--- src/include/slpdg_consts.vh ---
// constants for the sleep-mode domain gating block
`ifndef SLPDG_CONSTS_VH
`define SLPDG_CONSTS_VH

// register byte offsets (haddr[7:0])
`define SLPDG_ADDR_CTRL 8'h00
`define SLPDG_ADDR_CMD 8'h04
`define SLPDG_ADDR_STATUS 8'h08
`define SLPDG_ADDR_DOMAIN 8'h0C

// control register fields
`define SLPDG_CTRL_W 7
`define SLPDG_CTRL_RST 7'h00
`define SLPDG_CTRL_MODE_LSB 0
`define SLPDG_CTRL_MODE_MSB 2
`define SLPDG_CTRL_SLEEP_EN 3
`define SLPDG_CTRL_WDT_KEEP 4
`define SLPDG_CTRL_SYMC_KEEP 5
`define SLPDG_CTRL_LFXO_KEEP 6

// command register fields
`define SLPDG_CMD_SLEEP 0

// status register fields
`define SLPDG_STAT_ASLEEP 0
`define SLPDG_STAT_MODE_LSB 1
`define SLPDG_STAT_MODE_MSB 3
`define SLPDG_STAT_WOKE 4
`define SLPDG_STAT_ERR 5

// sleep mode encodings
`define SLPDG_MODE_IDLE 3'h0
`define SLPDG_MODE_ADCNR 3'h1
`define SLPDG_MODE_PDOWN 3'h2
`define SLPDG_MODE_PSAVE 3'h3
`define SLPDG_MODE_STBY 3'h4
`define SLPDG_MODE_XSTBY 3'h5
`define SLPDG_MODE_DEEP 3'h6
`define SLPDG_MODE_BAD 3'h7

// domain enable vector bit positions
`define SLPDG_DOM_W 13
`define SLPDG_DOM_CPU 0
`define SLPDG_DOM_SRAM 1
`define SLPDG_DOM_TMR 2
`define SLPDG_DOM_SPI 3
`define SLPDG_DOM_IRQ 4
`define SLPDG_DOM_ATMR 5
`define SLPDG_DOM_ADC 6
`define SLPDG_DOM_MOSC 7
`define SLPDG_DOM_RCOSC 8
`define SLPDG_DOM_WDT 9
`define SLPDG_DOM_SYMC 10
`define SLPDG_DOM_LFXO 11
`define SLPDG_DOM_SUPPLY 12

// domain vectors for run, empty sleep base and wake phase
`define SLPDG_DOM_ALL 13'h1FFF
`define SLPDG_DOM_NONE 13'h0000
`define SLPDG_DOM_WAKE 13'h1F80

// oscillator settle countdown loaded on wake; clocks restart one cycle after it reaches zero
`define SLPDG_SETTLE 4'h8

`endif

--- src/rtl/slpdg_wake_sync.v ---
// two-flop synchroniser for the asynchronous wake request
`include "slpdg_consts.vh"
module slpdg_wake_sync (
    // clock and reset
    input wire hclk,
    input wire hresetn,
    // asynchronous level in, synchronous level out
    input wire async_in,
    output reg sync_out
);

    reg meta; // first stage, read only by second stage

    // two flip-flops in series
    always @(posedge hclk or negedge hresetn) begin
        if (!hresetn) begin
            meta <= 1'b0;
            sync_out <= 1'b0;
        end else begin
            meta <= async_in;
            sync_out <= meta;
        end
    end

endmodule

--- src/rtl/slpdg_mode_decode.v ---
// maps a sleep mode and its keep bits to domain enables
`include "slpdg_consts.vh"
module slpdg_mode_decode (
    // selected mode and deep-sleep keep options
    input wire [2:0] mode,
    input wire wdt_keep,
    input wire symc_keep,
    input wire lfxo_keep,
    // domain enables while asleep
    output reg [12:0] dom
);

    // combinational table of surviving domains per mode
    always @* begin
        dom = `SLPDG_DOM_NONE;
        // own-oscillator blocks run in every shallow mode
        dom[`SLPDG_DOM_WDT] = 1'b1;
        dom[`SLPDG_DOM_SYMC] = 1'b1;
        dom[`SLPDG_DOM_SUPPLY] = 1'b1;
        case (mode)
            `SLPDG_MODE_IDLE: begin
                // only the core stops
                dom = `SLPDG_DOM_ALL;
                dom[`SLPDG_DOM_CPU] = 1'b0;
            end
            `SLPDG_MODE_ADCNR: begin
                // async timer and adc on a live oscillator
                dom[`SLPDG_DOM_ATMR] = 1'b1;
                dom[`SLPDG_DOM_ADC] = 1'b1;
                dom[`SLPDG_DOM_MOSC] = 1'b1;
                dom[`SLPDG_DOM_LFXO] = 1'b1;
            end
            `SLPDG_MODE_PDOWN: begin
                // oscillators off, supply kept for retention
                dom[`SLPDG_DOM_MOSC] = 1'b0;
            end
            `SLPDG_MODE_PSAVE: begin
                // timebase kept on the low-frequency crystal
                dom[`SLPDG_DOM_ATMR] = 1'b1;
                dom[`SLPDG_DOM_LFXO] = 1'b1;
            end
            `SLPDG_MODE_STBY: begin
                // rc oscillator left running for fast start
                dom[`SLPDG_DOM_RCOSC] = 1'b1;
            end
            `SLPDG_MODE_XSTBY: begin
                // rc oscillator and async timer both run
                dom[`SLPDG_DOM_RCOSC] = 1'b1;
                dom[`SLPDG_DOM_ATMR] = 1'b1;
                dom[`SLPDG_DOM_LFXO] = 1'b1;
            end
            `SLPDG_MODE_DEEP: begin
                // main supply cut
                dom[`SLPDG_DOM_SUPPLY] = 1'b0;
                // survivors chosen by software
                dom[`SLPDG_DOM_WDT] = wdt_keep;
                dom[`SLPDG_DOM_SYMC] = symc_keep;
                dom[`SLPDG_DOM_LFXO] = lfxo_keep;
            end
            default: begin
                // unused code never reaches sleep
                dom = `SLPDG_DOM_ALL;
            end
        endcase
    end

endmodule

--- src/rtl/slpdg_top.v ---
// sleep-mode controller with ahb-lite registers and domain gates
//
// The AHB-Lite interface to the registers and the placing of the registers were decided locally.
`include "slpdg_consts.vh"
module slpdg_top (
    // clock and reset
    input wire hclk,
    input wire hresetn,
    // ahb-lite slave
    input wire hsel,
    input wire [31:0] haddr,
    input wire [1:0] htrans,
    input wire hwrite,
    input wire [2:0] hsize,
    input wire [31:0] hwdata,
    input wire hready,
    output reg [31:0] hrdata,
    output wire hreadyout,
    output wire hresp,
    // asynchronous wake request from the interrupt sources
    input wire wake_irq,
    // clock gates
    output wire cpu_clk_en,
    output wire sram_clk_en,
    output wire tmr_clk_en,
    output wire spi_clk_en,
    output wire irq_clk_en,
    output wire atmr_clk_en,
    output wire adc_clk_en,
    // oscillator enables
    output wire mosc_en,
    output wire rcosc_en,
    output wire wdt_en,
    output wire symc_en,
    output wire lfxo_en,
    // main supply switch
    output wire supply_en
);

    // one-hot sequencer states
    localparam [2:0] ST_RUN = 3'b001;
    localparam [2:0] ST_SLEEP = 3'b010;
    localparam [2:0] ST_WAKE = 3'b100;

    // register select codes, one-hot
    localparam [3:0] SEL_CTRL = 4'b0001;
    localparam [3:0] SEL_CMD = 4'b0010;
    localparam [3:0] SEL_STAT = 4'b0100;
    localparam [3:0] SEL_DOM = 4'b1000;
    localparam [3:0] SEL_NONE = 4'b0000;

    // address to one-hot register select
    function [3:0] reg_sel;
        input [7:0] a;
        begin
            if (a == `SLPDG_ADDR_CTRL) begin
                reg_sel = SEL_CTRL;
            end else if (a == `SLPDG_ADDR_CMD) begin
                reg_sel = SEL_CMD;
            end else if (a == `SLPDG_ADDR_STATUS) begin
                reg_sel = SEL_STAT;
            end else if (a == `SLPDG_ADDR_DOMAIN) begin
                reg_sel = SEL_DOM;
            end else begin
                reg_sel = SEL_NONE;
            end
        end
    endfunction

    // software-visible state
    reg [6:0] ctrl; // mode, sleep enable, keep bits
    reg woke; // sticky: a wake completed
    reg err; // sticky: sleep request refused
    // sequencer state
    reg [2:0] state;
    reg [2:0] next_state;
    reg [3:0] cnt; // settle countdown
    reg [3:0] next_cnt;
    reg [5:0] cfg; // mode and keeps latched at entry
    reg [12:0] dom; // registered domain enables
    reg [12:0] next_dom;
    // ahb data-phase bookkeeping
    reg dph_wr; // write data phase pending
    reg [3:0] dph_sel; // register of that write

    // address-phase qualifiers
    wire aph_take;
    wire [3:0] aph_sel;
    // write strobes in the data phase
    wire wr_ctrl;
    wire wr_cmd;
    wire wr_stat;
    // sleep request decode
    wire sleep_req;
    wire mode_ok;
    wire sleep_go;
    wire sleep_bad;
    // wake path
    wire wake_s;
    wire wake_done;
    // decoder interface
    wire [2:0] dec_mode;
    wire [2:0] dec_keep;
    wire [12:0] sleep_dom;

    // zero-wait slave, always okay
    assign hreadyout = 1'b1;
    assign hresp = 1'b0;

    // transfer accepted on nonseq or seq with hready
    assign aph_take = hsel & hready & htrans[1];
    assign aph_sel = reg_sel(haddr[7:0]);

    // data-phase write strobes
    assign wr_ctrl = dph_wr & (dph_sel == SEL_CTRL);
    assign wr_cmd = dph_wr & (dph_sel == SEL_CMD);
    assign wr_stat = dph_wr & (dph_sel == SEL_STAT);

    // sleep accepted only for a defined mode with enable set
    assign sleep_req = wr_cmd & hwdata[`SLPDG_CMD_SLEEP];
    assign mode_ok = ctrl[`SLPDG_CTRL_MODE_MSB:`SLPDG_CTRL_MODE_LSB] != `SLPDG_MODE_BAD;
    assign sleep_go = sleep_req & mode_ok & ctrl[`SLPDG_CTRL_SLEEP_EN] & (state == ST_RUN);
    assign sleep_bad = sleep_req & ~sleep_go;

    // settle finished, clocks restart next edge
    assign wake_done = (state == ST_WAKE) & (cnt == 4'h0);

    // decoder sees live control while running, latched set otherwise
    assign dec_mode = (state == ST_RUN) ? ctrl[2:0] : cfg[2:0];
    assign dec_keep = (state == ST_RUN) ? ctrl[6:4] : cfg[5:3];

    // wake request crosses into hclk
    slpdg_wake_sync u_sync (
        .hclk(hclk),
        .hresetn(hresetn),
        .async_in(wake_irq),
        .sync_out(wake_s)
    );

    // per-mode table of surviving domains
    slpdg_mode_decode u_dec (
        .mode(dec_mode),
        .wdt_keep(dec_keep[0]),
        .symc_keep(dec_keep[1]),
        .lfxo_keep(dec_keep[2]),
        .dom(sleep_dom)
    );

    // sequencer next state and domain vector
    always @* begin
        next_state = state;
        next_cnt = cnt;
        next_dom = dom;
        case (state)
            ST_RUN: begin
                // everything clocked while running
                next_dom = `SLPDG_DOM_ALL;
                if (sleep_go) begin
                    // gate per the chosen mode
                    next_state = ST_SLEEP;
                    next_dom = sleep_dom;
                end
            end
            ST_SLEEP: begin
                // hold gates until an interrupt arrives
                next_dom = sleep_dom;
                if (wake_s) begin
                    // supply and oscillators back first
                    next_state = ST_WAKE;
                    next_cnt = `SLPDG_SETTLE;
                    next_dom = `SLPDG_DOM_WAKE;
                end
            end
            ST_WAKE: begin
                // wait for oscillators, then restart clocks
                next_dom = `SLPDG_DOM_WAKE;
                if (cnt == 4'h0) begin
                    next_state = ST_RUN;
                    next_dom = `SLPDG_DOM_ALL;
                end else begin
                    next_cnt = cnt - 4'h1;
                end
            end
            default: begin
                // illegal code recovers to run
                next_state = ST_RUN;
                next_dom = `SLPDG_DOM_ALL;
            end
        endcase
    end

    // sequencer registers; hardware reset is also a wake
    always @(posedge hclk or negedge hresetn) begin
        if (!hresetn) begin
            state <= ST_RUN;
            cnt <= 4'h0;
            dom <= `SLPDG_DOM_ALL;
        end else begin
            state <= next_state;
            cnt <= next_cnt;
            dom <= next_dom;
        end
    end

    // mode and keeps frozen for the whole sleep
    always @(posedge hclk or negedge hresetn) begin
        if (!hresetn) begin
            cfg <= 6'h00;
        end else if (sleep_go) begin
            cfg <= {ctrl[6:4], ctrl[2:0]};
        end
    end

    // ahb address phase captured for the write data phase
    always @(posedge hclk or negedge hresetn) begin
        if (!hresetn) begin
            dph_wr <= 1'b0;
            dph_sel <= SEL_NONE;
        end else begin
            dph_wr <= aph_take & hwrite;
            dph_sel <= aph_sel;
        end
    end

    // control register; not touched by sleep or wake
    always @(posedge hclk or negedge hresetn) begin
        if (!hresetn) begin
            ctrl <= `SLPDG_CTRL_RST;
        end else if (wr_ctrl) begin
            ctrl <= hwdata[6:0];
        end
    end

    // sticky flags, set wins over write-one-to-clear
    always @(posedge hclk or negedge hresetn) begin
        if (!hresetn) begin
            woke <= 1'b0;
            err <= 1'b0;
        end else begin
            if (wake_done) begin
                woke <= 1'b1;
            end else if (wr_stat & hwdata[`SLPDG_STAT_WOKE]) begin
                woke <= 1'b0;
            end
            if (sleep_bad) begin
                err <= 1'b1;
            end else if (wr_stat & hwdata[`SLPDG_STAT_ERR]) begin
                err <= 1'b0;
            end
        end
    end

    // read data registered in the address phase
    always @(posedge hclk or negedge hresetn) begin
        if (!hresetn) begin
            hrdata <= 32'h00000000;
        end else if (aph_take & ~hwrite) begin
            hrdata <= 32'h00000000;
            if (aph_sel == SEL_CTRL) begin
                // control as written
                hrdata[6:0] <= ctrl;
            end else if (aph_sel == SEL_STAT) begin
                // sequencer and sticky flags
                hrdata[`SLPDG_STAT_ASLEEP] <= (state != ST_RUN);
                hrdata[`SLPDG_STAT_MODE_MSB:`SLPDG_STAT_MODE_LSB] <= cfg[2:0];
                hrdata[`SLPDG_STAT_WOKE] <= woke;
                hrdata[`SLPDG_STAT_ERR] <= err;
            end else if (aph_sel == SEL_DOM) begin
                // live domain enables
                hrdata[12:0] <= dom;
            end
        end
    end

    // idle keeps sram, timers, spi, irq; core stops
    assign cpu_clk_en = dom[`SLPDG_DOM_CPU];
    assign sram_clk_en = dom[`SLPDG_DOM_SRAM];
    assign tmr_clk_en = dom[`SLPDG_DOM_TMR];
    assign spi_clk_en = dom[`SLPDG_DOM_SPI];
    assign irq_clk_en = dom[`SLPDG_DOM_IRQ];
    // async timer in save, noise-reduction, extended standby
    assign atmr_clk_en = dom[`SLPDG_DOM_ATMR];
    // converter clock alive in noise reduction
    assign adc_clk_en = dom[`SLPDG_DOM_ADC];
    // oscillators
    assign mosc_en = dom[`SLPDG_DOM_MOSC];
    assign rcosc_en = dom[`SLPDG_DOM_RCOSC];
    // deep-sleep survivors
    assign wdt_en = dom[`SLPDG_DOM_WDT];
    assign symc_en = dom[`SLPDG_DOM_SYMC];
    assign lfxo_en = dom[`SLPDG_DOM_LFXO];
    // main supply switch
    assign supply_en = dom[`SLPDG_DOM_SUPPLY];

endmodule

--- config.mk ---
export PLATFORM = sky130hd
export DESIGN_NAME = slpdg_top
export DESIGN_NICKNAME = d
export VERILOG_FILES = /design/src/rtl/slpdg_wake_sync.v /design/src/rtl/slpdg_mode_decode.v /design/src/rtl/slpdg_top.v
export VERILOG_INCLUDE_DIRS = /design/src /design/src/include
export SDC_FILE = /design/constraint.sdc
export NUM_CORES = 1
export LEC_CHECK = 0
export BUFFER_PORTS_ARGS = -buffer_cell sky130_fd_sc_hd__buf_2
export CELL_PAD_IN_SITES_DETAIL_PLACEMENT = 0
export CELL_PAD_IN_SITES_GLOBAL_PLACEMENT = 2
export CORE_MARGIN = 2
export CORE_UTILIZATION = 30
export CTS_BUF_LIST = sky130_fd_sc_hd__clkbuf_8
export CTS_CLUSTER_SIZE = 12
export DETAILED_ROUTE_END_ITERATION = 6
export PLACE_DENSITY_LB_ADDON = 0.25
export SLEW_MARGIN = 15
export SYNTH_ARGS = -nofsm -noshare
export SYNTH_HDL_FRONTEND = slang
export SYNTH_SLANG_ARGS = --single-unit
--- constraint.sdc ---
create_clock -name hclk -period 4.3 [get_ports hclk]
set_input_delay 0.645 -clock hclk [delete_from_list [all_inputs] [get_ports hclk]]
set_output_delay 0.645 -clock hclk [all_outputs]
set_load 0.02 [all_outputs]
==> results.json <==
{
  "syn_avg_cell_area_um2": 10.6,
  "initial_core_util": 0.308,
  "final.period_utilization": 0.496,
  "gp_congestion": 0.807,
  "final.setup.tns_ns": 0,
  "seq_area_frac_synth": 0.522,
  "place_hpwl_um": 4210,
  "vdd_drop_max_v": 0.000105,
  "drtIter0Drc": 112,
  "postCtsHoldBufs": 0,
  "utilization": 0.347,
  "antenna_found_initial": 0,
  "rsz0062_at_grt": "no",
  "synth_common_cells": "dfrtp_1 (41), buf_4 (24), o21ai_0 (22), nand2_1 (21), mux2_2 (14)",
  "finalClockSkew_ns": 0.00576,
  "layout-drive-gt1-share": 0.294,
  "viasPerCell": 4.82,
  "hold_violations": 0,
  "ys.flop_type": "dfrtp_1",
  "tightest_slew_ns": 0.845,
  "nFillCells": 865,
  "first_pass_iters": 4,
  "ys_top_cells_by_area": "dfrtp_1 (41%), dfstp_2 (11%), buf_4 (7.1%)",
  "path_clk_slew_ns": 0.08,
  "endpoint_kind": "register",
  "drv_slew": 0,
  "cap_viol_max_count": 0,
  "hp-class": "register to register",
  "placed_area_um2": 2760,
  "clockBufferDepth": 2,
  "use_met3": 0.0166,
  "syn_area_um2": 2520,
  "cts_buffers": 5,
  "ant_nets": 0,
  "fin_crit_ns": 2.13,
  "vias": 1867,
  "core_area_um2": 8180,
  "yosysTopAreaCellShare": 0.407,
  "fmax_mhz": 468,
  "final_area_um2": 2840,
  "io_pins": 122,
  "htreeDepth": 2,
  "grt_pass1_vias": 1821,
  "synth-warning-count": 0,
  "diodes": 0,
  "grt_pass1_wl_um": 9290,
  "clk_latency_ns": 0.30,
  "grt_max_degree": 53,
  "synth_edf_count": 0,
  "port_buffers": 47,
  "crit_type": "primary input to register",
  "wl_um": 5640,
  "arrival_ns": 2.38,
  "grtUsageMet2": 0.207,
  "ys_async_sr_fraction": 1.00,
  "grt_overflow": 0,
  "ctsResizeCount": 0,
  "synth.most_common_cell": "dfrtp_1",
  "yosys_register_bits": 52,
  "cts.sinks": 52,
  "post-cts-setup-buffer-count": 0,
  "setup_viol": 0,
  "leakage_nw": 1.31,
  "grt_usage": 0.133,
  "top_usage_layer": "met2",
  "slew_headroom": 0.435,
  "required_ns": 4.54,
  "die_y_um": 95.7,
  "die-area_um2": 9150,
  "path_max_fanout": 15,
  "powerDensity_nw_per_um2": 299,
  "die_x_um": 95.7,
  "use_met1": 0.182,
  "status": "complete, no violations",
  "synthToLayoutAreaGrowth_pct": 12.6,
  "clockRootBuffer": "clkbuf_8",
  "cp-start-kind": "primary input",
  "final_nets": 358,
  "yosys.cell_types.count": 46,
  "fp-row-count": 33,
  "p_total_w": 0.000848,
  "routedWlPerCell_um": 14.6,
  "drcViolationCount": 0,
  "syn_inst": 237,
  "cts_tree": "yes",
  "synth_area_leader_cell": "dfrtp_1"
}
[layout by cell type, fill, tap and decap left out, drive strengths merged, types with 4 or more instances in the layout]
master  instances
buf            48
dfrtp          41
o21ai          22
nand2          21
conb           21
mux2           14
inv            11
dfstp          11
nor2            9
nor3            8
nand3           8
a22o            6
nand2b          5
a22oi           5
clkbuf          5
a21oi           4
[routing by layer]
metal | vias to the layer above | routed length [um] | part of all wire
met5 | - | 0 | 0
met4 | 0 | 170 | 0.030
met3 | 15 | 266 | 0.047
met2 | 59 | 2550 | 0.45
met1 | 903 | 2660 | 0.47
li1 | 890 | - | -
[flip-flops by register name, summed over array words and instances (netlist names)]
name / cells
u_sync.sync_out: 1
dom: 10
state: 3
dph_sel: 4
u_sync.meta: 1
cfg: 6
woke: 1
dph_wr: 1
cnt: 4
ctrl: 7
err: 1
hrdata: 13
[power breakdown]
part	internal (W)	switching [W]	total (W)
clock network	0.000110	0.000153	0.000263
logic	0.0000247	0.0000501	0.0000747
registers	0.000499	0.0000115	0.000510
total	0.000633	0.000215	0.000848
[metrics by stage]
| stage | hold WS [ns] | worst slack, ns | instances |
|---|---|---|---|
| 6_report | 0.356 | 2.17 | 387 |
| 5_1_grt | 0.364 | 2.01 | 387 |
| 4_1_cts | 0.361 | 2.11 | 387 |
| 3_5_place_dp | 0.339 | 1.79 | 379 |
| 3_3_place_gp | 0.334 | 1.82 | 379 |
| 2_1_floorplan | 0.331 | 2.39 | 256 |
[area by class of cell]
type	count	area (um^2)	area share
flip-flops and latches	52	1320	0.464
multi-input cells	165	1030	0.364
repair buffers	48	243	0.0856
well taps	105	131	0.0463
clock buffers	5	68.8	0.0243
inverters	9	33.8	0.0119
clock inverters	3	12.5	0.00441
[critical path: stages]
cell and delay (ns):
buf_2 0.11, nand4b_1 0.60, nor4_2 0.79, a22o_1 0.23
[path summary, 6_finish.rpt]
kind / slack, ns / cells after the start / startpoint / endpoint
max in group asynchronous: 3.41 / 2 / hresetn / cfg[3]$_DFFE_PN0P_
min in group asynchronous: 0.44 / 2 / hresetn / dph_sel[3]$_DFF_PN0_
worst min-delay path: 0.36 / 0 / u_sync.meta$_DFF_PN0_ / u_sync.sync_out$_DFF_PN0_
worst max register to register: 2.28 / 4 / dph_sel[0]$_DFF_PN0_ / cfg[2]$_DFFE_PN0P_
worst max-delay path: 2.17 / 4 / hwrite / hrdata[12]$_DFFE_PN0P_
worst min register to register: 0.36 / 0 / u_sync.meta$_DFF_PN0_ / u_sync.sync_out$_DFF_PN0_
[logic make-up (layout without fill, tap and decap cells)]
group                    count (synthesis)  after routing  synth area share
AO/OA/AOI/OAI                           51             51             0.131
XOR/XNOR                                 2              2           0.00695
adder cells (fa/ha/maj)                  2              2           0.00993
buffers and inverters                   39             65            0.0968
flip-flops                              52             52             0.522
multiplexers                            15             15            0.0665
other                                    2             21           0.00298
AND/OR/NAND/NOR                         74             74             0.164
No activity file was read; power rests on OpenSTA's default activity.
